File: config.mk
export PLATFORM = sky130hd
export DESIGN_NAME = bfrdr_top
export DESIGN_NICKNAME = d
export VERILOG_FILES = /design/src/hdl/bfrdr_top.v
export VERILOG_INCLUDE_DIRS = /design/src /design/src/hdl
export SDC_FILE = /design/constraint.sdc
export NUM_CORES = 1
export LEC_CHECK = 0
export ABC_AREA = 0
export ABC_CLOCK_PERIOD_IN_PS = 2800
export BUFFER_PORTS_ARGS = -buffer_cell sky130_fd_sc_hd__buf_2
export CAP_MARGIN = 10
export CORE_MARGIN = 2
export CORE_UTILIZATION = 47
export CTS_CLUSTER_DIAMETER = 60
export DETAILED_ROUTE_END_ITERATION = 12
export PLACE_DENSITY_LB_ADDON = 0.3
export REMOVE_ABC_BUFFERS = 1
export SYNTH_ARGS = -nofsm -noshare
export SYNTH_HDL_FRONTEND = slang
export SYNTH_SLANG_ARGS = --single-unit
File: constraint.sdc
create_clock -name clock_i -period 2.8 [get_ports clock_i]
set_input_delay 0.84 -clock clock_i [delete_from_list [all_inputs] [get_ports clock_i]]
set_output_delay 0.84 -clock clock_i [all_outputs]
set_load 0.01 [all_outputs]
File: src/hdl/bfrdr_consts.vh
// Purpose: Constants of the bridge fault recovery and diagnostic register block.
// Assumes: A 250 MHz core clock and a 24-bit serial frame, most significant bit first.
// Notes: Definitions only; every offset, field position, reset value and time is here.
`ifndef BFRDR_CONSTS_VH
`define BFRDR_CONSTS_VH

// ------------------------------------------------------------------
// Clock rate and times.
// ------------------------------------------------------------------
`define BFRDR_CLK_MHZ 250
`define BFRDR_OC_SLOW_US 1000
`define BFRDR_OC_FAST_US 100
`define BFRDR_ULD_FILTER_US 200
`define BFRDR_OC_SLOW_CYC (`BFRDR_OC_SLOW_US * `BFRDR_CLK_MHZ)
`define BFRDR_OC_FAST_CYC (`BFRDR_OC_FAST_US * `BFRDR_CLK_MHZ)
`define BFRDR_ULD_FILTER_CYC (`BFRDR_ULD_FILTER_US * `BFRDR_CLK_MHZ)

// ------------------------------------------------------------------
// Register offsets and reset value.
// ------------------------------------------------------------------
`define BFRDR_ADDR_CTRL 6'h03
`define BFRDR_ADDR_OC 6'h10
`define BFRDR_ADDR_ULD 6'h11
`define BFRDR_ADDR_SUP 6'h12
`define BFRDR_REG_RESET 16'h0000

// ------------------------------------------------------------------
// Field positions.
// ------------------------------------------------------------------
`define BFRDR_CTRL_SPEED_BIT 5
`define BFRDR_CTRL_SUPDIS_BIT 4
`define BFRDR_CTRL_SENSE_MSB 2
`define BFRDR_CTRL_SENSE_LSB 0
`define BFRDR_FLAG_MSB 9
`define BFRDR_FLAG_LSB 6
`define BFRDR_SUP_UV_BIT 3
`define BFRDR_SUP_OV_BIT 2
`define BFRDR_SENSE_OUT_ONE 3'h3
`define BFRDR_SENSE_OUT_TWO 3'h4

// ------------------------------------------------------------------
// Serial frame layout.
// ------------------------------------------------------------------
`define BFRDR_FRAME_BITS 24
`define BFRDR_CMD_WR_BIT 23
`define BFRDR_CMD_RC_BIT 22
`define BFRDR_CMD_ADDR_MSB 21
`define BFRDR_CMD_ADDR_LSB 16
`define BFRDR_GLB_COMBINED_BIT 7
`define BFRDR_GLB_ULD_BIT 6

`endif

File: src/hdl/bfrdr_top.v
// Purpose: Fault recovery, current sense select and diagnostic status of two half bridges.
// Assumes: Serial port lines and fault comparators are asynchronous to clock_i.
// Notes: Switch index 3..0 is high side one, low side one, high side two, low side two.
//
// Notes on behaviour
// [RQ1] Speed field 0 slow, 1 fast recovery.
// [RQ2] Auto recovery re-enables tripped output after delay.
// [RQ3] Supply recovery field 0 auto, 1 disabled.
// [RQ4] Disabled: outputs wait until host clears flag.
// [RQ5] Selected high-side current goes to shared pin.
// [RQ6] Pin driven only for codes three and four.
// [RQ7] Overcurrent sets own bit, switches output off.
// [RQ8] Overcurrent also sets combined summary flag.
// [RQ9] Without auto recovery, host clears and re-enables.
// [RQ10] Underload checked only while switch is on.
// [RQ11] Underload bit needs continuous low current filter time.
// [RQ12] Four underload bits sit at nine down to six.
// [RQ13] Underload event also sets global underload flag.
// [RQ14] Suppress setting blocks only the global underload flag.
// [RQ15] Supply fault turns all outputs off, sets flag.
// [RQ16] Recovery enabled: outputs return when supply normal.
// [RQ17] Per-output auto recovery enables, default off; the code has one enable per half bridge.
// [RQ18] Status bits sticky, cleared by read-and-clear.
// [RQ19] Registers reset to zero; reserved bits ignore writes.
`timescale 1ns/1ns
`include "bfrdr_consts.vh"

module bfrdr_top
#(
    parameter CNT_W = 18,
    parameter [17:0] OC_SLOW_CYC = `BFRDR_OC_SLOW_CYC,
    parameter [17:0] OC_FAST_CYC = `BFRDR_OC_FAST_CYC,
    parameter [17:0] ULD_FILTER_CYC = `BFRDR_ULD_FILTER_CYC
)
(
    input wire clock_i,
    input wire resetn_i,
    input wire link_sclk_i,
    input wire link_csn_i,
    input wire link_sdi_i,
    output wire link_sdo_o,
    output wire link_sdo_oe_o,
    input wire [3:0] switch_on_req_i,
    input wire [1:0] auto_oc_recovery_enable_i,
    input wire underload_summary_suppress_i,
    input wire [3:0] switch_overcurrent_i,
    input wire [3:0] switch_undercurrent_i,
    input wire supply_overvoltage_i,
    input wire supply_undervoltage_i,
    output wire [3:0] switch_gate_en_o,
    output wire sense_out_pwm_shared_pin_oe_o,
    output wire sense_out_sel_two_o,
    output wire combined_fault_summary_flag_o,
    output wire underload_summary_flag_o
);

    // ------------------------------------------------------------------
    // Helpers.
    // ------------------------------------------------------------------
    // Picks the recovery delay for the chosen speed.
    function [CNT_W-1:0] oc_delay;
        input fast;
        begin
            oc_delay = fast ? OC_FAST_CYC[CNT_W-1:0] : OC_SLOW_CYC[CNT_W-1:0];
        end
    endfunction

    // ------------------------------------------------------------------
    // Input synchronisers.
    // ------------------------------------------------------------------
    reg [12:0] sync1_ff;
    reg [12:0] sync2_ff;
    reg sclk_d_ff;
    wire [12:0] async_in;
    wire sclk_s;
    wire csn_s;
    wire sdi_s;
    wire [3:0] oc_s;
    wire [3:0] uc_s;
    wire ov_s;
    wire uv_s;
    assign async_in = {link_sclk_i, link_csn_i, link_sdi_i, switch_overcurrent_i,
                       switch_undercurrent_i, supply_overvoltage_i, supply_undervoltage_i};
    assign {sclk_s, csn_s, sdi_s, oc_s, uc_s, ov_s, uv_s} = sync2_ff;

    // Two stages keep metastability off every downstream gate.
    always @(posedge clock_i)
    begin
        if (!resetn_i)
        begin
            sync1_ff <= 13'h0800; // Frame select idles high so no false frame start follows reset.
            sync2_ff <= 13'h0800;
            sclk_d_ff <= 1'b0;
        end
        else
        begin
            sync1_ff <= async_in;
            sync2_ff <= sync1_ff;
            sclk_d_ff <= sclk_s;
        end
    end

    wire sclk_rise = sclk_s & ~sclk_d_ff;
    wire sclk_fall = ~sclk_s & sclk_d_ff;

    // ------------------------------------------------------------------
    // Registers and serial frame.
    // ------------------------------------------------------------------
    reg oc_speed_fast_ff;
    reg supply_fault_recovery_disable_ff;
    reg [2:0] sense_mux_select_ff;
    reg [3:0] switch_overcurrent_flag_ff;
    reg [3:0] switch_underload_flag_ff;
    reg supply_overvoltage_flag_ff;
    reg supply_undervoltage_flag_ff;
    reg [23:0] rx_shift_ff;
    reg [23:0] tx_shift_ff;
    reg [4:0] bit_cnt_ff;
    reg [15:0] resp_data_ff;
    reg csn_d_ff;
    reg sdo_ff;
    reg sdo_oe_ff;
    reg combined_ff;
    reg uld_summary_ff;

    wire frame_start = ~csn_s & csn_d_ff;
    wire frame_end = csn_s & ~csn_d_ff & (bit_cnt_ff == 5'd24);
    wire [23:0] cmd = rx_shift_ff;
    wire [5:0] cmd_addr = cmd[`BFRDR_CMD_ADDR_MSB:`BFRDR_CMD_ADDR_LSB];
    wire cmd_wr = frame_end & cmd[`BFRDR_CMD_WR_BIT];
    wire cmd_rc = frame_end & cmd[`BFRDR_CMD_RC_BIT];

    // Readback value of the addressed register; unused positions read zero.
    reg [15:0] rd_data;
    always @*
    begin
        rd_data = `BFRDR_REG_RESET;
        case (cmd_addr)
            `BFRDR_ADDR_CTRL:
            begin
                rd_data[`BFRDR_CTRL_SPEED_BIT] = oc_speed_fast_ff;
                rd_data[`BFRDR_CTRL_SUPDIS_BIT] = supply_fault_recovery_disable_ff;
                rd_data[`BFRDR_CTRL_SENSE_MSB:`BFRDR_CTRL_SENSE_LSB] = sense_mux_select_ff;
            end
            `BFRDR_ADDR_OC: rd_data[`BFRDR_FLAG_MSB:`BFRDR_FLAG_LSB] = switch_overcurrent_flag_ff;
            `BFRDR_ADDR_ULD: rd_data[`BFRDR_FLAG_MSB:`BFRDR_FLAG_LSB] = switch_underload_flag_ff; // RQ12
            `BFRDR_ADDR_SUP:
            begin
                rd_data[`BFRDR_SUP_UV_BIT] = supply_undervoltage_flag_ff;
                rd_data[`BFRDR_SUP_OV_BIT] = supply_overvoltage_flag_ff;
            end
            default: rd_data = `BFRDR_REG_RESET;
        endcase
    end

    // Clear masks: only bits that were actually reported get cleared.
    wire [3:0] oc_clr = (cmd_rc && cmd_addr == `BFRDR_ADDR_OC) ?
                        rd_data[`BFRDR_FLAG_MSB:`BFRDR_FLAG_LSB] : 4'h0; // RQ18
    wire [3:0] uld_clr = (cmd_rc && cmd_addr == `BFRDR_ADDR_ULD) ?
                         rd_data[`BFRDR_FLAG_MSB:`BFRDR_FLAG_LSB] : 4'h0; // RQ18
    wire sup_rc = cmd_rc && cmd_addr == `BFRDR_ADDR_SUP;
    wire ov_clr = sup_rc & rd_data[`BFRDR_SUP_OV_BIT];
    wire uv_clr = sup_rc & rd_data[`BFRDR_SUP_UV_BIT];

    // Shift engine: sample on rising, shift out on falling; the answer is the
    // word captured at the end of the previous frame, so it is ready at once.
    always @(posedge clock_i)
    begin
        if (!resetn_i)
        begin
            csn_d_ff <= 1'b1;
            rx_shift_ff <= 24'h000000;
            tx_shift_ff <= 24'h000000;
            bit_cnt_ff <= 5'h00;
            resp_data_ff <= `BFRDR_REG_RESET;
            sdo_ff <= 1'b0;
            sdo_oe_ff <= 1'b0;
        end
        else
        begin
            csn_d_ff <= csn_s;
            sdo_oe_ff <= ~csn_s;
            if (frame_start)
            begin
                tx_shift_ff <= {combined_ff, uld_summary_ff, 6'h00, resp_data_ff};
                sdo_ff <= combined_ff;
                bit_cnt_ff <= 5'h00;
            end
            else if (!csn_s && sclk_rise)
            begin
                rx_shift_ff <= {rx_shift_ff[22:0], sdi_s};
                // Saturating past 24 keeps an overlong frame from looking complete.
                if (bit_cnt_ff != 5'h1F)
                    bit_cnt_ff <= bit_cnt_ff + 5'h01;
            end
            else if (!csn_s && sclk_fall)
            begin
                tx_shift_ff <= {tx_shift_ff[22:0], 1'b0};
                sdo_ff <= tx_shift_ff[22];
            end
            // A frame of any other length is dropped without effect.
            if (frame_end)
                resp_data_ff <= rd_data;
        end
    end

    // Control register: only its five documented bits take writes.
    always @(posedge clock_i)
    begin
        if (!resetn_i)
        begin
            oc_speed_fast_ff <= 1'b0; // RQ19
            supply_fault_recovery_disable_ff <= 1'b0;
            sense_mux_select_ff <= 3'h0;
        end
        else if (cmd_wr && cmd_addr == `BFRDR_ADDR_CTRL)
        begin
            oc_speed_fast_ff <= cmd[`BFRDR_CTRL_SPEED_BIT]; // RQ1
            supply_fault_recovery_disable_ff <= cmd[`BFRDR_CTRL_SUPDIS_BIT]; // RQ3
            sense_mux_select_ff <= cmd[`BFRDR_CTRL_SENSE_MSB:`BFRDR_CTRL_SENSE_LSB];
        end
    end

    // ------------------------------------------------------------------
    // Overcurrent latch and automatic recovery.
    // ------------------------------------------------------------------
    reg [3:0] oc_off_ff;
    reg [CNT_W-1:0] rec_cnt_ff [0:1];
    reg [1:0] rec_done;
    integer k;
    integer j;
    integer n;
    integer u;

    // One timer per half bridge; it restarts whenever that bridge is not tripped.
    always @*
    begin
        for (k = 0; k < 2; k = k + 1)
            rec_done[k] = (rec_cnt_ff[k] >= oc_delay(oc_speed_fast_ff) - 1'b1); // RQ1
    end

    always @(posedge clock_i)
    begin
        if (!resetn_i)
        begin
            rec_cnt_ff[0] <= {CNT_W{1'b0}};
            rec_cnt_ff[1] <= {CNT_W{1'b0}};
        end
        else
        begin
            for (j = 0; j < 2; j = j + 1)
                if ((oc_off_ff[2*j+1] | oc_off_ff[2*j]) & auto_oc_recovery_enable_i[j] &
                    ~rec_done[j])
                    rec_cnt_ff[j] <= rec_cnt_ff[j] + 1'b1; // RQ17
                else
                    rec_cnt_ff[j] <= {CNT_W{1'b0}};
        end
    end

    // Trip wins over release; the auto path releases after the delay, the manual
    // path once the host has read the flag away.
    always @(posedge clock_i)
    begin
        if (!resetn_i)
        begin
            oc_off_ff <= 4'h0;
            switch_overcurrent_flag_ff <= 4'h0;
        end
        else
        begin
            for (n = 0; n < 4; n = n + 1)
            begin
                if (oc_s[n])
                    oc_off_ff[n] <= 1'b1; // RQ7
                else if (auto_oc_recovery_enable_i[n/2] ? rec_done[n/2] : // RQ2
                         ~switch_overcurrent_flag_ff[n])
                    oc_off_ff[n] <= 1'b0; // RQ9
            end
            switch_overcurrent_flag_ff <= oc_s | (switch_overcurrent_flag_ff & ~oc_clr); // RQ7
        end
    end

    // ------------------------------------------------------------------
    // Supply fault handling.
    // ------------------------------------------------------------------
    // With recovery disabled the flag itself holds the outputs off.
    wire supply_off = ov_s | uv_s | // RQ15
        (supply_fault_recovery_disable_ff &
         (supply_overvoltage_flag_ff | supply_undervoltage_flag_ff)); // RQ4

    always @(posedge clock_i)
    begin
        if (!resetn_i)
        begin
            supply_overvoltage_flag_ff <= 1'b0;
            supply_undervoltage_flag_ff <= 1'b0;
        end
        else
        begin
            supply_overvoltage_flag_ff <= ov_s | (supply_overvoltage_flag_ff & ~ov_clr); // RQ15
            supply_undervoltage_flag_ff <= uv_s | (supply_undervoltage_flag_ff & ~uv_clr);
        end
    end

    // ------------------------------------------------------------------
    // Gate drive, underload filter and sense routing.
    // ------------------------------------------------------------------
    reg [3:0] gate_en_ff;
    reg [CNT_W-1:0] uld_cnt_ff [0:3];
    reg sense_oe_ff;
    reg sense_two_ff;

    // With supply recovery enabled, outputs come back by themselves once the supply is normal again.
    always @(posedge clock_i)
    begin
        if (!resetn_i)
            gate_en_ff <= 4'h0;
        else
            gate_en_ff <= switch_on_req_i & ~oc_off_ff & ~oc_s & {4{~supply_off}}; // RQ16
    end

    // The filter counts only while the switch is on and the current stays low;
    // any gap restarts it.
    always @(posedge clock_i)
    begin
        if (!resetn_i)
        begin
            for (u = 0; u < 4; u = u + 1)
                uld_cnt_ff[u] <= {CNT_W{1'b0}};
            switch_underload_flag_ff <= 4'h0;
        end
        else
        begin
            for (u = 0; u < 4; u = u + 1)
            begin
                if (gate_en_ff[u] & uc_s[u]) // RQ10
                begin
                    if (uld_cnt_ff[u] != ULD_FILTER_CYC[CNT_W-1:0])
                        uld_cnt_ff[u] <= uld_cnt_ff[u] + 1'b1;
                end
                else
                    uld_cnt_ff[u] <= {CNT_W{1'b0}};
                switch_underload_flag_ff[u] <=
                    (uld_cnt_ff[u] == ULD_FILTER_CYC[CNT_W-1:0]) | // RQ11
                    (switch_underload_flag_ff[u] & ~uld_clr[u]);
            end
        end
    end

    // Summaries, and the shared pin driven only while a valid stage is chosen.
    always @(posedge clock_i)
    begin
        if (!resetn_i)
        begin
            combined_ff <= 1'b0;
            uld_summary_ff <= 1'b0;
            sense_oe_ff <= 1'b0;
            sense_two_ff <= 1'b0;
        end
        else
        begin
            combined_ff <= (|switch_overcurrent_flag_ff) | supply_overvoltage_flag_ff |
                           supply_undervoltage_flag_ff; // RQ8
            uld_summary_ff <= (|switch_underload_flag_ff) & ~underload_summary_suppress_i; // RQ13 RQ14
            sense_oe_ff <= (sense_mux_select_ff == `BFRDR_SENSE_OUT_ONE) |
                           (sense_mux_select_ff == `BFRDR_SENSE_OUT_TWO); // RQ6
            sense_two_ff <= (sense_mux_select_ff == `BFRDR_SENSE_OUT_TWO); // RQ5
        end
    end

    assign link_sdo_o = sdo_ff;
    assign link_sdo_oe_o = sdo_oe_ff;
    assign switch_gate_en_o = gate_en_ff;
    assign sense_out_pwm_shared_pin_oe_o = sense_oe_ff;
    assign sense_out_sel_two_o = sense_two_ff;
    assign combined_fault_summary_flag_o = combined_ff;
    assign underload_summary_flag_o = uld_summary_ff;

endmodule // bfrdr_top

* Word-level counts from Yosys, hierarchy flattened *
Memory sizes are Yosys's and may differ from the RTL's.
Index checks and enable logic that the tools add are counted.

word-level totals
  register bits = 119
  RAM bits = 108
  input port bits = 22
  word-level logic and storage cells = 234
  memories = 2

memory list
  name        words  bits a word  read ports  clocked after Yosys merged registers in  wr ports  line             text
  uld_cnt_ff  4      18           4           0                                        4         bfrdr_top.v:309  reg [CNT_W-1:0] uld_cnt_ff [0:3];
  rec_cnt_ff  2      18           2           0                                        2         bfrdr_top.v:228  reg [CNT_W-1:0] rec_cnt_ff [0:1];

cells by class
  add/subtract/negate cells = 8
  order comparisons = 2
  equality and inequality tests = 17
  multiplexer cells = 79
  bitwise logic cells = 80
  reduce and logical (&&, ||, !) cells = 19

operators by type and width
  kind                                                      count
  2-to-1 mux 18 bit                                         13
  adder 18 x 1 -> 18 bit (second input constant)            6
  == test 18 x 16 -> 1 bit (second input constant)          4
  inequality test 18 x 16 -> 1 bit (second input constant)  4
  2-to-1 mux 23 bit                                         3
  2-to-1 mux 1 bit                                          57
  >= comparator 18 bit                                      2
  OR 1 bit                                                  26
  AND 1 bit                                                 25
  NOT 1 bit                                                 21
  == test 6 x 5 -> 1 bit (second input constant)            3
  subtractor 18 x 1 -> 18 bit (second input constant)       1
  AND 4 bit                                                 4
  NOT 4 bit                                                 3
  nonzero test 2 bit                                        5
  2-to-1 mux 4 bit                                          2
  one-hot mux 4 bit (2 select lines)                        1
  AND reduction 2 bit                                       4
  OR reduction 4 bit                                        2
  == test 6 x 2 -> 1 bit (second input constant)            1
  logical AND 1 bit                                         6
  adder 5 x 1 -> 5 bit (second input constant)              1
  == test 5 bit (second input constant)                     1
  inequality test 5 bit (second input constant)             1
  other kinds (8)                                           9

* Longest topological paths before layout *
Gate-level depths: netlist (run 1).

  depth in word-level cells = 10
  depth in mapped cells = 8
  gate-level depth less buffers = 7

* Worst setup path after synthesis (run 1) *
Ideal clock, no wire load.

  path kind = reg-to-reg
  start point = register oc_speed_fast_ff (netlist: oc_delay.fast)
  end point = memory rec_cnt_ff[0][10], data pin
  data arrival time = 2137 ps
  data required time = 2530 ps
  path slack = 393 ps
  cell stages (with the launch flop) = 8
  buffers on the path = 1
  clock period less this slack = 2407 ps
  cell sequence = dfxtp_1 inv_1 ha_1 o21ai_0 a211o_1 o211ai_1 buf_2 nor3_1

RTL lines
  what                    line             text
  from (decl)             bfrdr_top.v:109  reg oc_speed_fast_ff;
  from (signal assigned)  bfrdr_top.v:218  oc_speed_fast_ff <= cmd[`BFRDR_CTRL_SPEED_BIT];
  to (decl)               bfrdr_top.v:228

==> results of run 1 <==
-- cell type report --
type	count	area (µm²)
diodes	2	5.00
clock buffers	39	805
clock inverters	8	43.8
fillers	1976	9960
inverters	40	150
multi-input cells	769	4800
flip-flops and latches	227	5450
well taps	280	350
repair buffers	54	328
-- cells in the mapped netlist, drive strengths merged (29+ instances only) --
library cell | instances | area [µm²]
xnor2 | 38 | 333
dfxtp | 137 | 2740
a21oi | 43 | 215
nand3 | 38 | 190
nand2 | 96 | 363
clkbuf | 38 | 145
nand4 | 39 | 250
nor2 | 121 | 454
and2 | 30 | 188
nor3 | 43 | 220
ha | 29 | 363
o21ai | 31 | 155
edfxtp | 90 | 2700
inv | 40 | 150
xor2 | 38 | 333
-- through the flow --
step	power, mW	hold WS [ns]	setup WS [ns]	cell area, µm²
2_1_floorplan	3.64	0.386	0.0174	10400
3_3_place_gp	3.72	0.403	0.452	11100
3_5_place_dp	3.72	0.409	0.369	11100
4_1_cts	7.01	0.431	0.355	11900
5_1_grt	7.18	0.443	0.173	11900
6_report	6.94	0.425	0.340	11900
-- cell usage in the layout, fill, tap and decap left out, types with 4 or more instances in the layout --
cell type	count
dfxtp_1	137
a221oi_1	4
nor3b_1	4
buf_2	31
a31o_2	5
nand2_1	95
and2_1	30
nand2b_1	8
conb_1	18
o31ai_1	11
nor4_1	19
nor3_1	42
xnor2_1	38
a21oi_1	43
ha_1	29
o21ai_0	30
nand4_1	38
and4_1	9
nand3_1	38
clkbuf_16	30
a211oi_1	11
a222oi_1	11
inv_1	39
clkinv_2	7
clkbuf_1	7
nor2_1	121
xor2_1	38
a22oi_1	12
o21a_1	11
nor4b_1	8
or3_1	10
and3_1	12
a31oi_1	12
edfxtp_1	90
buf_4	23
or4_1	8
mux2i_1	12
-- registers in the layout, summed over array words and instances, names as in the netlist, 3 cells and up --
| register | flops |
|---|---|
| sense_mux_select_ff | 3 |
| switch_overcurrent_flag_ff | 4 |
| tx_shift_ff | 23 |
| sync1_ff | 13 |
| switch_underload_flag_ff | 4 |
| sync2_ff | 13 |
| resp_data_ff | 10 |
| rec_cnt_ff | 36 |
| switch_gate_en_o | 4 |
| cmd | 24 |
| oc_off_ff | 4 |
| bit_cnt_ff | 5 |
| uld_cnt_ff | 72 |
-- report_power, final --
| part | internal [mW] | switching [mW] |
|---|---|---|
| Combinational | 0.0627 | 0.0923 |
| Sequential | 3.46 | 0.0378 |
| Clock | 1.98 | 1.30 |
-- metal layers --
| layer | vias to the layer above | routed length, µm | track usage [%] |
|---|---|---|---|
| met4 | 0 | 395 | 4.89 |
| met1 | 3706 | 10300 | 25.3 |
| met3 | 33 | 918 | 3.10 |
| met5 | - | 0 | 0 |
| li1 | 3974 | - | - |
| met2 | 150 | 9330 | 27.9 |
-- final timing paths --
path | from | endpoint | cells after the start
setup / recovery | oc_delay.fast | rec_cnt_ff[0][8] | 7
hold / removal | sync1_ff[11] | sync2_ff[11] | 1
setup reg to reg | oc_delay.fast | rec_cnt_ff[0][8] | 7
hold reg to reg | sync1_ff[11] | sync2_ff[11] | 1
-- critical path, cell delays in order, from the launching register on --
cell and delay [ns]:
dfxtp_1 0.46, inv_1 0.20, ha_1 0.34, nand4bb_1 0.14
a211o_1 0.26, o211ai_1 0.42, buf_4 0.29, nor3_1 0.08
-- kinds of logic (layout without fill, tap and decap cells) --
logic type | count (synthesis) | in the layout
other cells | 1 | 20
compound gates | 165 | 165
simple gates | 469 | 469
fa+ha+maj | 29 | 29
xor+xnor | 76 | 76
flops | 227 | 227
mux | 12 | 12
buf+inv | 88 | 141
==> flow_metrics.env, run 1 <==
export IMPL_rows=54
export IMPL_firstDrtPassIters=5
export IMPL_initial_utilization_pct=48.1
export IMPL_tightest_slew_ns=1.21
export IMPL_drv_slew=0
export IMPL_cts_made_buffers=26
export IMPL_dp_hpwl_um=14000
export IMPL_via_count=7863
export IMPL_final_setup_skew_ns=0.00971
export IMPL_synth_mux_area_share_pct=1.14
export IMPL_drcViolationCount=0
export IMPL_ant_nets=0
export IMPL_area_growth_pct=13.3
export IMPL_stdcell_count=1419
export IMPL_crit_type="reg2reg"
export IMPL_ys_types=69
export IMPL_clock_sinks=227
export IMPL_fin_crit_ns=2.46
export IMPL_drive_above_1_share_pct=10.3
export IMPL_status="finished, final reports clean"
export IMPL_syn_inst=1067
export IMPL_worstSkewPairLatency_ns=0.52
export IMPL_drv_cap=0
export IMPL_synth_xor_area_share_pct=6.32
export IMPL_setup_violations=0
export IMPL_synth_edf_count=90
export IMPL_ctsHoldBuffers=0
export IMPL_cts_setup_buffers=0
export IMPL_grt_max_degree=43
export IMPL_dp_cells=1370
export IMPL_grt_pass1_vias=7422
export IMPL_synth_ff_type="dfxtp_1"
export IMPL_wirelength_um=20900
export IMPL_synth_warnings=0
export IMPL_die_width_um=154
export IMPL_synth_compound_area_share_pct=10.7
export IMPL_synth_top_family_by_area="simple AND/OR/NAND/NOR gates"
export IMPL_power_density_mw_per_mm2=581
export IMPL_io_pins=32
export IMPL_ys_ff_latch=227
export IMPL_port_buffers=31
export IMPL_cts_resized=0
export IMPL_avgSynthCellArea_um2=9.87
export IMPL_wire_per_inst_um=14.7
export IMPL_leakage_nw=4.18
export IMPL_tns_ns=0
export IMPL_num_nets_final=1169
export IMPL_synth_async_reset_ratio_pct=0
export IMPL_syn_cell_area_mm2=0.0105
export IMPL_clk_pin_slew_ns=0.06
export IMPL_start_kind="flop"
export IMPL_grt_pass1_wl_um=35700
export IMPL_finalCritPeriodShare_pct=87.9
export IMPL_rrSetupSlack_ns=0.34
export IMPL_final_hold_violation_count=0
export IMPL_ys_seq_area_share_pct=51.7
export IMPL_die_area_mm2=0.0236
export IMPL_die_h_um=154
export IMPL_synth_fa_ha_area_share_pct=3.45
export IMPL_yosys_area_share_simple_pct=23.3
export IMPL_arrival_ns=2.72
export IMPL_clock_path_buffers=3
export IMPL_cp_end_kind="flop"
export IMPL_worstPathRequired_ns=3.06
export IMPL_cts_tree="done"
export IMPL_placeableCoreArea_mm2=0.0219
export IMPL_antenna_found_initial=2
export IMPL_root_buffer="clkbuf_16"
export IMPL_vias_per_cell=5.54
export IMPL_hold_class="reg2reg"
export IMPL_gp_congestion=0.778
export IMPL_crit_path_max_fanout=14
export IMPL_grtUsageTotal_pct=17.7
export IMPL_drtIter0Drc=407
export IMPL_grt_remaining_overflow=0
export IMPL_rsz0062_at_grt="no"
export IMPL_fmax_mhz=406
export IMPL_slew_headroom_pct=19.4
export IMPL_fin_util_pct=54.5
export IMPL_irDropWorstVdd_uv=437
export IMPL_htree_num_levels=1
Note: power is estimated with default switching activity, not from simulation.
==> run 2: changes to the inputs <==
--- a/config.mk
+++ b/config.mk
@@ -8,12 +8,13 @@
 export LEC_CHECK = 0
 export ABC_AREA = 0
 export ABC_CLOCK_PERIOD_IN_PS = 2800
-export BUFFER_PORTS_ARGS = -buffer_cell sky130_fd_sc_hd__buf_2
 export CAP_MARGIN = 10
+export CORE_ASPECT_RATIO = 1.4
 export CORE_MARGIN = 2
 export CORE_UTILIZATION = 47
 export CTS_CLUSTER_DIAMETER = 60
 export DETAILED_ROUTE_END_ITERATION = 12
+export DONT_BUFFER_PORTS = 1
 export PLACE_DENSITY_LB_ADDON = 0.3
 export REMOVE_ABC_BUFFERS = 1
 export SYNTH_ARGS = -nofsm -noshare
==> flow_metrics.env, run 2 (same netlist as run 1, synthesis figures left out) <==
export IMPL_status="finished, final reports clean"
export IMPL_firstDrtPassIters=6
export IMPL_clock_path_buffers=3
export IMPL_fmax_mhz=438
export IMPL_antenna_found_initial=4
export IMPL_cp_top_family="compound AO/OA/AOI/OAI gates"
export IMPL_cts_made_buffers=24
export IMPL_fin_crit_ns=2.28
export IMPL_rr_worst_depth=7
export IMPL_cts_setup_buffers=0
export IMPL_clk_pin_slew_ns=0.06
export IMPL_placeableCoreArea_mm2=0.0219
export IMPL_root_buffer="clkbuf_16"
export IMPL_drtIter0Drc=387
export IMPL_slew_headroom_pct=57.9
export IMPL_largest_register_ffs=72
export IMPL_mostFrequentLayoutCells="137 x dfxtp_1, 121 x nor2_1, 95 x nand2_1"
export IMPL_holdWs_ns=0.402
export IMPL_dpl_instance_area_mm2=0.0110
export IMPL_port_buffers=0
export IMPL_hold_path_depth=1
export IMPL_final_common_cell="dfxtp_1"
export IMPL_final_hold_violation_count=0
export IMPL_crit_path_end="rec_cnt_ff[0][6]"
export IMPL_gp_congestion=0.800
export IMPL_cts_tree="done"
export IMPL_wire_per_inst_um=14.7
export IMPL_final_area_mm2=0.0118
export IMPL_top_register="uld_cnt_ff"
export IMPL_die_h_um=181
export IMPL_r2r_end="rec_cnt_ff[0][6]"
export IMPL_finalCritPeriodShare_pct=81.6
export IMPL_rsz0062_at_grt="no"
export IMPL_clock_sinks=227
export IMPL_io_pins=32
export IMPL_worstSkewPairLatency_ns=0.51
export IMPL_power_density_mw_per_mm2=571
export IMPL_area_growth_pct=11.9
export IMPL_setup_violations=0
export IMPL_crit_buf_inv=2
export IMPL_cts_resized=0
export IMPL_max_stage_delay_ns=0.46
export IMPL_crit_path_max_fanout=10
export IMPL_drv_slew=0
export IMPL_timing_rr_start="oc_delay.fast"
export IMPL_tightest_slew_ns=0.626
export IMPL_initial_utilization_pct=48.0
export IMPL_htree_num_levels=1
export IMPL_hold_start="underload_summary_suppress_i"
export IMPL_die_area_mm2=0.0236
export IMPL_grt_pass1_vias=7651
export IMPL_rows=64
export IMPL_rrSetupSlack_ns=0.52
export IMPL_hold_class="in2reg"
export IMPL_num_nets_final=1142
export IMPL_wirelength_um=20700
export IMPL_multi_input_area_mm2=0.00480
export IMPL_ctsHoldBuffers=0
export IMPL_grt_remaining_overflow=0
export IMPL_critical_path_depth=7
export IMPL_irDropWorstVdd_uv=533
export IMPL_grt_pass1_wl_um=36200
export IMPL_drive_above_1_share_pct=8.03
export IMPL_start_kind="flop"
export IMPL_crit_type="reg2reg"
export IMPL_crit_chain="inv_1 > ha_1 > nand4bb_1 > o41a_1 > a21oi_1 > buf_4 > nor3_1"
export IMPL_final_setup_skew_ns=0.0145
export IMPL_die_width_um=130
export IMPL_fin_util_pct=53.7
export IMPL_dp_hpwl_um=14400
export IMPL_cp_end_kind="flop"
export IMPL_drcViolationCount=0
export IMPL_seq_area_mm2=0.00545
export IMPL_crit_start="oc_delay.fast"
export IMPL_grt_max_degree=63
export IMPL_drv_cap=0
export IMPL_crit_slowest_cell="dfxtp_1"
export IMPL_arrival_ns=2.54
export IMPL_tns_ns=0
export IMPL_ant_nets=0
export IMPL_via_count=7802
export IMPL_leakage_nw=4.04
export IMPL_grtUsageTotal_pct=18.2
export IMPL_worstPathRequired_ns=3.05
export IMPL_fillers=1997
export IMPL_vias_per_cell=5.54
## run 2: layout make-up
type,instances,share of cell area (%)
diodes,2,0.0425
repair buffers,29,1.85
clock inverters,10,0.648
clock buffers,34,6.03
well taps,297,3.16
flip-flops and latches,227,46.2
multi-input cells,769,40.8
inverters,40,1.27
## run 2: worst min-delay path by stage
stage / end / slack, ns
2_1_floorplan: sync2_ff[11] / 0.39
3_3_place_gp: sync2_ff[11] / 0.39
3_5_place_dp: sync2_ff[11] / 0.40
4_1_cts: underload_summary_flag_o / 0.38
5_1_grt: underload_summary_flag_o / 0.38
6_report: underload_summary_flag_o / 0.40
## run 2: where the power goes
| part | internal [mW] | switching, mW |
|---|---|---|
| logic | 0.0469 | 0.0644 |
| clock network | 1.86 | 1.26 |
| registers | 3.46 | 0.0430 |
## run 2: routing by layer
metal  GRT usage [%]  vias to the layer above  wire length [µm]
met2            31.6                      115             10400
li1                -                     3913                 -
met3            3.94                       47              1110
met5               0                        -                26
met1            22.4                     3723              8670
met4            5.62                        4               514
## run 2: metrics by stage
step | setup WS, ns | cells | total power [mW]
after CTS | 0.500 | 1406 | 6.81
after floorplan | 0.0174 | 1036 | 3.64
after global placement | 0.529 | 1362 | 3.68
after detailed placement | 0.503 | 1362 | 3.68
final | 0.516 | 1408 | 6.73
after global routing | 0.294 | 1406 | 6.98
==> run 3: changes to the inputs <==
--- a/config.mk
+++ b/config.mk
@@ -7,7 +7,7 @@
 export NUM_CORES = 1
 export LEC_CHECK = 0
 export ABC_AREA = 0
-export ABC_CLOCK_PERIOD_IN_PS = 2800
+export ABC_CLOCK_PERIOD_IN_PS = 2000
 export CAP_MARGIN = 10
 export CORE_ASPECT_RATIO = 1.4
 export CORE_MARGIN = 2
==> constraint.sdc (replaced) <==
create_clock -name clock_i -period 2 [get_ports clock_i]
set_input_delay 0.6 -clock clock_i [delete_from_list [all_inputs] [get_ports clock_i]]
set_output_delay 0.6 -clock clock_i [all_outputs]
set_load 0.01 [all_outputs]
==> flow_metrics.env, run 3 (same netlist as run 1, synthesis figures left out) <==
export IMPL_power_density_mw_per_mm2=765
export IMPL_gp_congestion=0.853
export IMPL_clock_path_buffers=3
export IMPL_crit_slowest_cell="dfxtp_2"
export IMPL_finalCritPeriodShare_pct=103
export IMPL_area_growth_pct=16.4
export IMPL_hold_class="in2reg"
export IMPL_grt_use_met3_pct=3.70
export IMPL_timing_rr_start="oc_delay.fast"
export IMPL_rsz0062_at_grt="yes"
export IMPL_port_buffers=0
export IMPL_clk_pin_slew_ns=0.06
export IMPL_die_width_um=130
export IMPL_antenna_found_initial=3
export IMPL_fmax_mhz=487
export IMPL_violations="negative setup slack"
export IMPL_max_stage_delay_ns=0.34
export IMPL_clock_sinks=227
export IMPL_die_area_mm2=0.0236
export IMPL_grt_remaining_overflow=0
export IMPL_crit_chain="buf_4 > ha_1 > nand4_1 > a211o_1 > o211ai_1 > buf_6 > nor3_1"
export IMPL_fillers=1978
export IMPL_firstDrtPassIters=5
export IMPL_crit_path_end="rec_cnt_ff[0][8]"
export IMPL_setup_ws_ns=-0.0551
export IMPL_io_pins=32
export IMPL_final_area_mm2=0.0123
export IMPL_crit_path_max_fanout=18
export IMPL_drtIter0Drc=480
export IMPL_drv_cap=0
export IMPL_cts_made_buffers=23
export IMPL_drcViolationCount=0
export IMPL_setup_violations=18
export IMPL_initial_utilization_pct=48.0
export IMPL_worstSkewPairLatency_ns=0.51
export IMPL_crit_type="reg2reg"
export IMPL_grt_pass1_vias=7803
export IMPL_drv_slew=0
export IMPL_dp_hpwl_um=15000
export IMPL_holdWs_ns=0.161
export IMPL_crit_start="oc_delay.fast"
export IMPL_grt_busiest_layer="met2"
export IMPL_grtUsageTotal_pct=18.2
export IMPL_root_buffer="clkbuf_16"
export IMPL_fin_crit_ns=2.06
export IMPL_wirelength_um=21700
export IMPL_grt_max_degree=63
export IMPL_grt_pass1_wl_um=36100
export IMPL_cp_end_kind="flop"
export IMPL_status="finished with violations"
export IMPL_irDropWorstVdd_uv=666
export IMPL_placeableCoreArea_mm2=0.0219
export IMPL_final_common_cell="dfxtp_1"
export IMPL_htree_num_levels=1
export IMPL_drive_above_1_share_pct=12.8
export IMPL_final_setup_skew_ns=0.0101
export IMPL_largest_register_ffs=72
export IMPL_mostFrequentLayoutCells="136 x dfxtp_1, 121 x nor2_1, 95 x nand2_1"
export IMPL_top_register="uld_cnt_ff"
export IMPL_leakage_nw=4.31
export IMPL_arrival_ns=2.31
export IMPL_rrSetupSlack_ns=-0.06
export IMPL_grt_use_met1_pct=21.7
export IMPL_wire_per_inst_um=15.0
export IMPL_start_kind="flop"
export IMPL_rows=64
export IMPL_via_count=7934
export IMPL_ant_nets=0
export IMPL_slew_headroom_pct=58.0
export IMPL_rr_worst_depth=7
export IMPL_met2_usage_pct=32.7
export IMPL_cts_tree="done"
export IMPL_die_h_um=181
export IMPL_worstPathRequired_ns=2.25
export IMPL_tightest_slew_ns=0.630
export IMPL_r2r_end="rec_cnt_ff[0][8]"
export IMPL_dpl_instance_area_mm2=0.0113
export IMPL_num_nets_final=1187
export IMPL_final_hold_violation_count=0
export IMPL_vias_per_cell=5.47
## run 3: repair_timing
action | 4_1_cts | 5_1_grt
cloned | 1 | 0
gates resized for setup | 10 | 20
hold buffers | 0 | 0
setup buffers | 0 | 3
pin swaps | 3 | 2
endpoints found under the setup margin | 56 | 112
## run 3: worst min-delay path by stage
stage                                      start                        to  slack [ns]  depth (start not counted)
finish              underload_summary_suppress_i  underload_summary_flag_o        0.16                          1
global route        underload_summary_suppress_i  underload_summary_flag_o        0.14                          1
CTS                 underload_summary_suppress_i  underload_summary_flag_o        0.14                          1
detailed placement                  sync1_ff[11]              sync2_ff[11]        0.39                          1
global placement                    sync1_ff[11]              sync2_ff[11]        0.39                          1
floorplan                           sync1_ff[11]              sync2_ff[11]        0.39                          1
## run 3: report_power, final
group	switching (mW)	internal, mW	total [mW]	leakage, nW
combinational	0.104	0.0792	0.183	1.75
sequential	0.0532	4.84	4.89	2.19
clock	1.74	2.55	4.30	0.379
total	1.90	7.47	9.38	4.31
## run 3: per-layer routing
metal / routed length [µm] / part of all wire (%)
met1: 9260 / 43
met4: 476 / 2.2
met3: 908 / 4.2
met5: 26 / 0.12
met2: 11100 / 51
## run 3: per-stage QoR
stage / cells / setup WS, ns / power [mW] / setup TNS, ns / utilization (%)
finish: 1450 / -0.0551 / 9.38 / -0.841 / 55.8
global route: 1449 / -0.134 / 9.70 / -2.50 / 55.8
CTS: 1446 / -0.0527 / 9.49 / -0.723 / 55.3
detailed placement: 1404 / -0.155 / 5.17 / -3.73 / 51.6
global placement: 1404 / -0.0473 / 5.17 / -1.46 / 51.6
floorplan: 1036 / -0.783 / 5.10 / -29.75 / -
## run 3: critical path: cells and delay by family (launching register included)
kind / cells / cell delay [ns]
fa+ha+maj: 1 / 0.31
compound gates: 2 / 0.52
flops: 1 / 0.34
buf+inv: 2 / 0.37
simple gates: 2 / 0.25
## run 3: layout make-up
cell class / instances / area (µm²) / area share (%)
clock inverters: 4 / 27.5 / 0.225
clock buffers: 37 / 743 / 6.07
flip-flops and latches: 227 / 5450 / 44.5
repair buffers: 75 / 606 / 4.94
diodes: 1 / 2.50 / 0.0204
multi-input cells: 769 / 4900 / 40.0
well taps: 297 / 372 / 3.03
inverters: 40 / 150 / 1.23
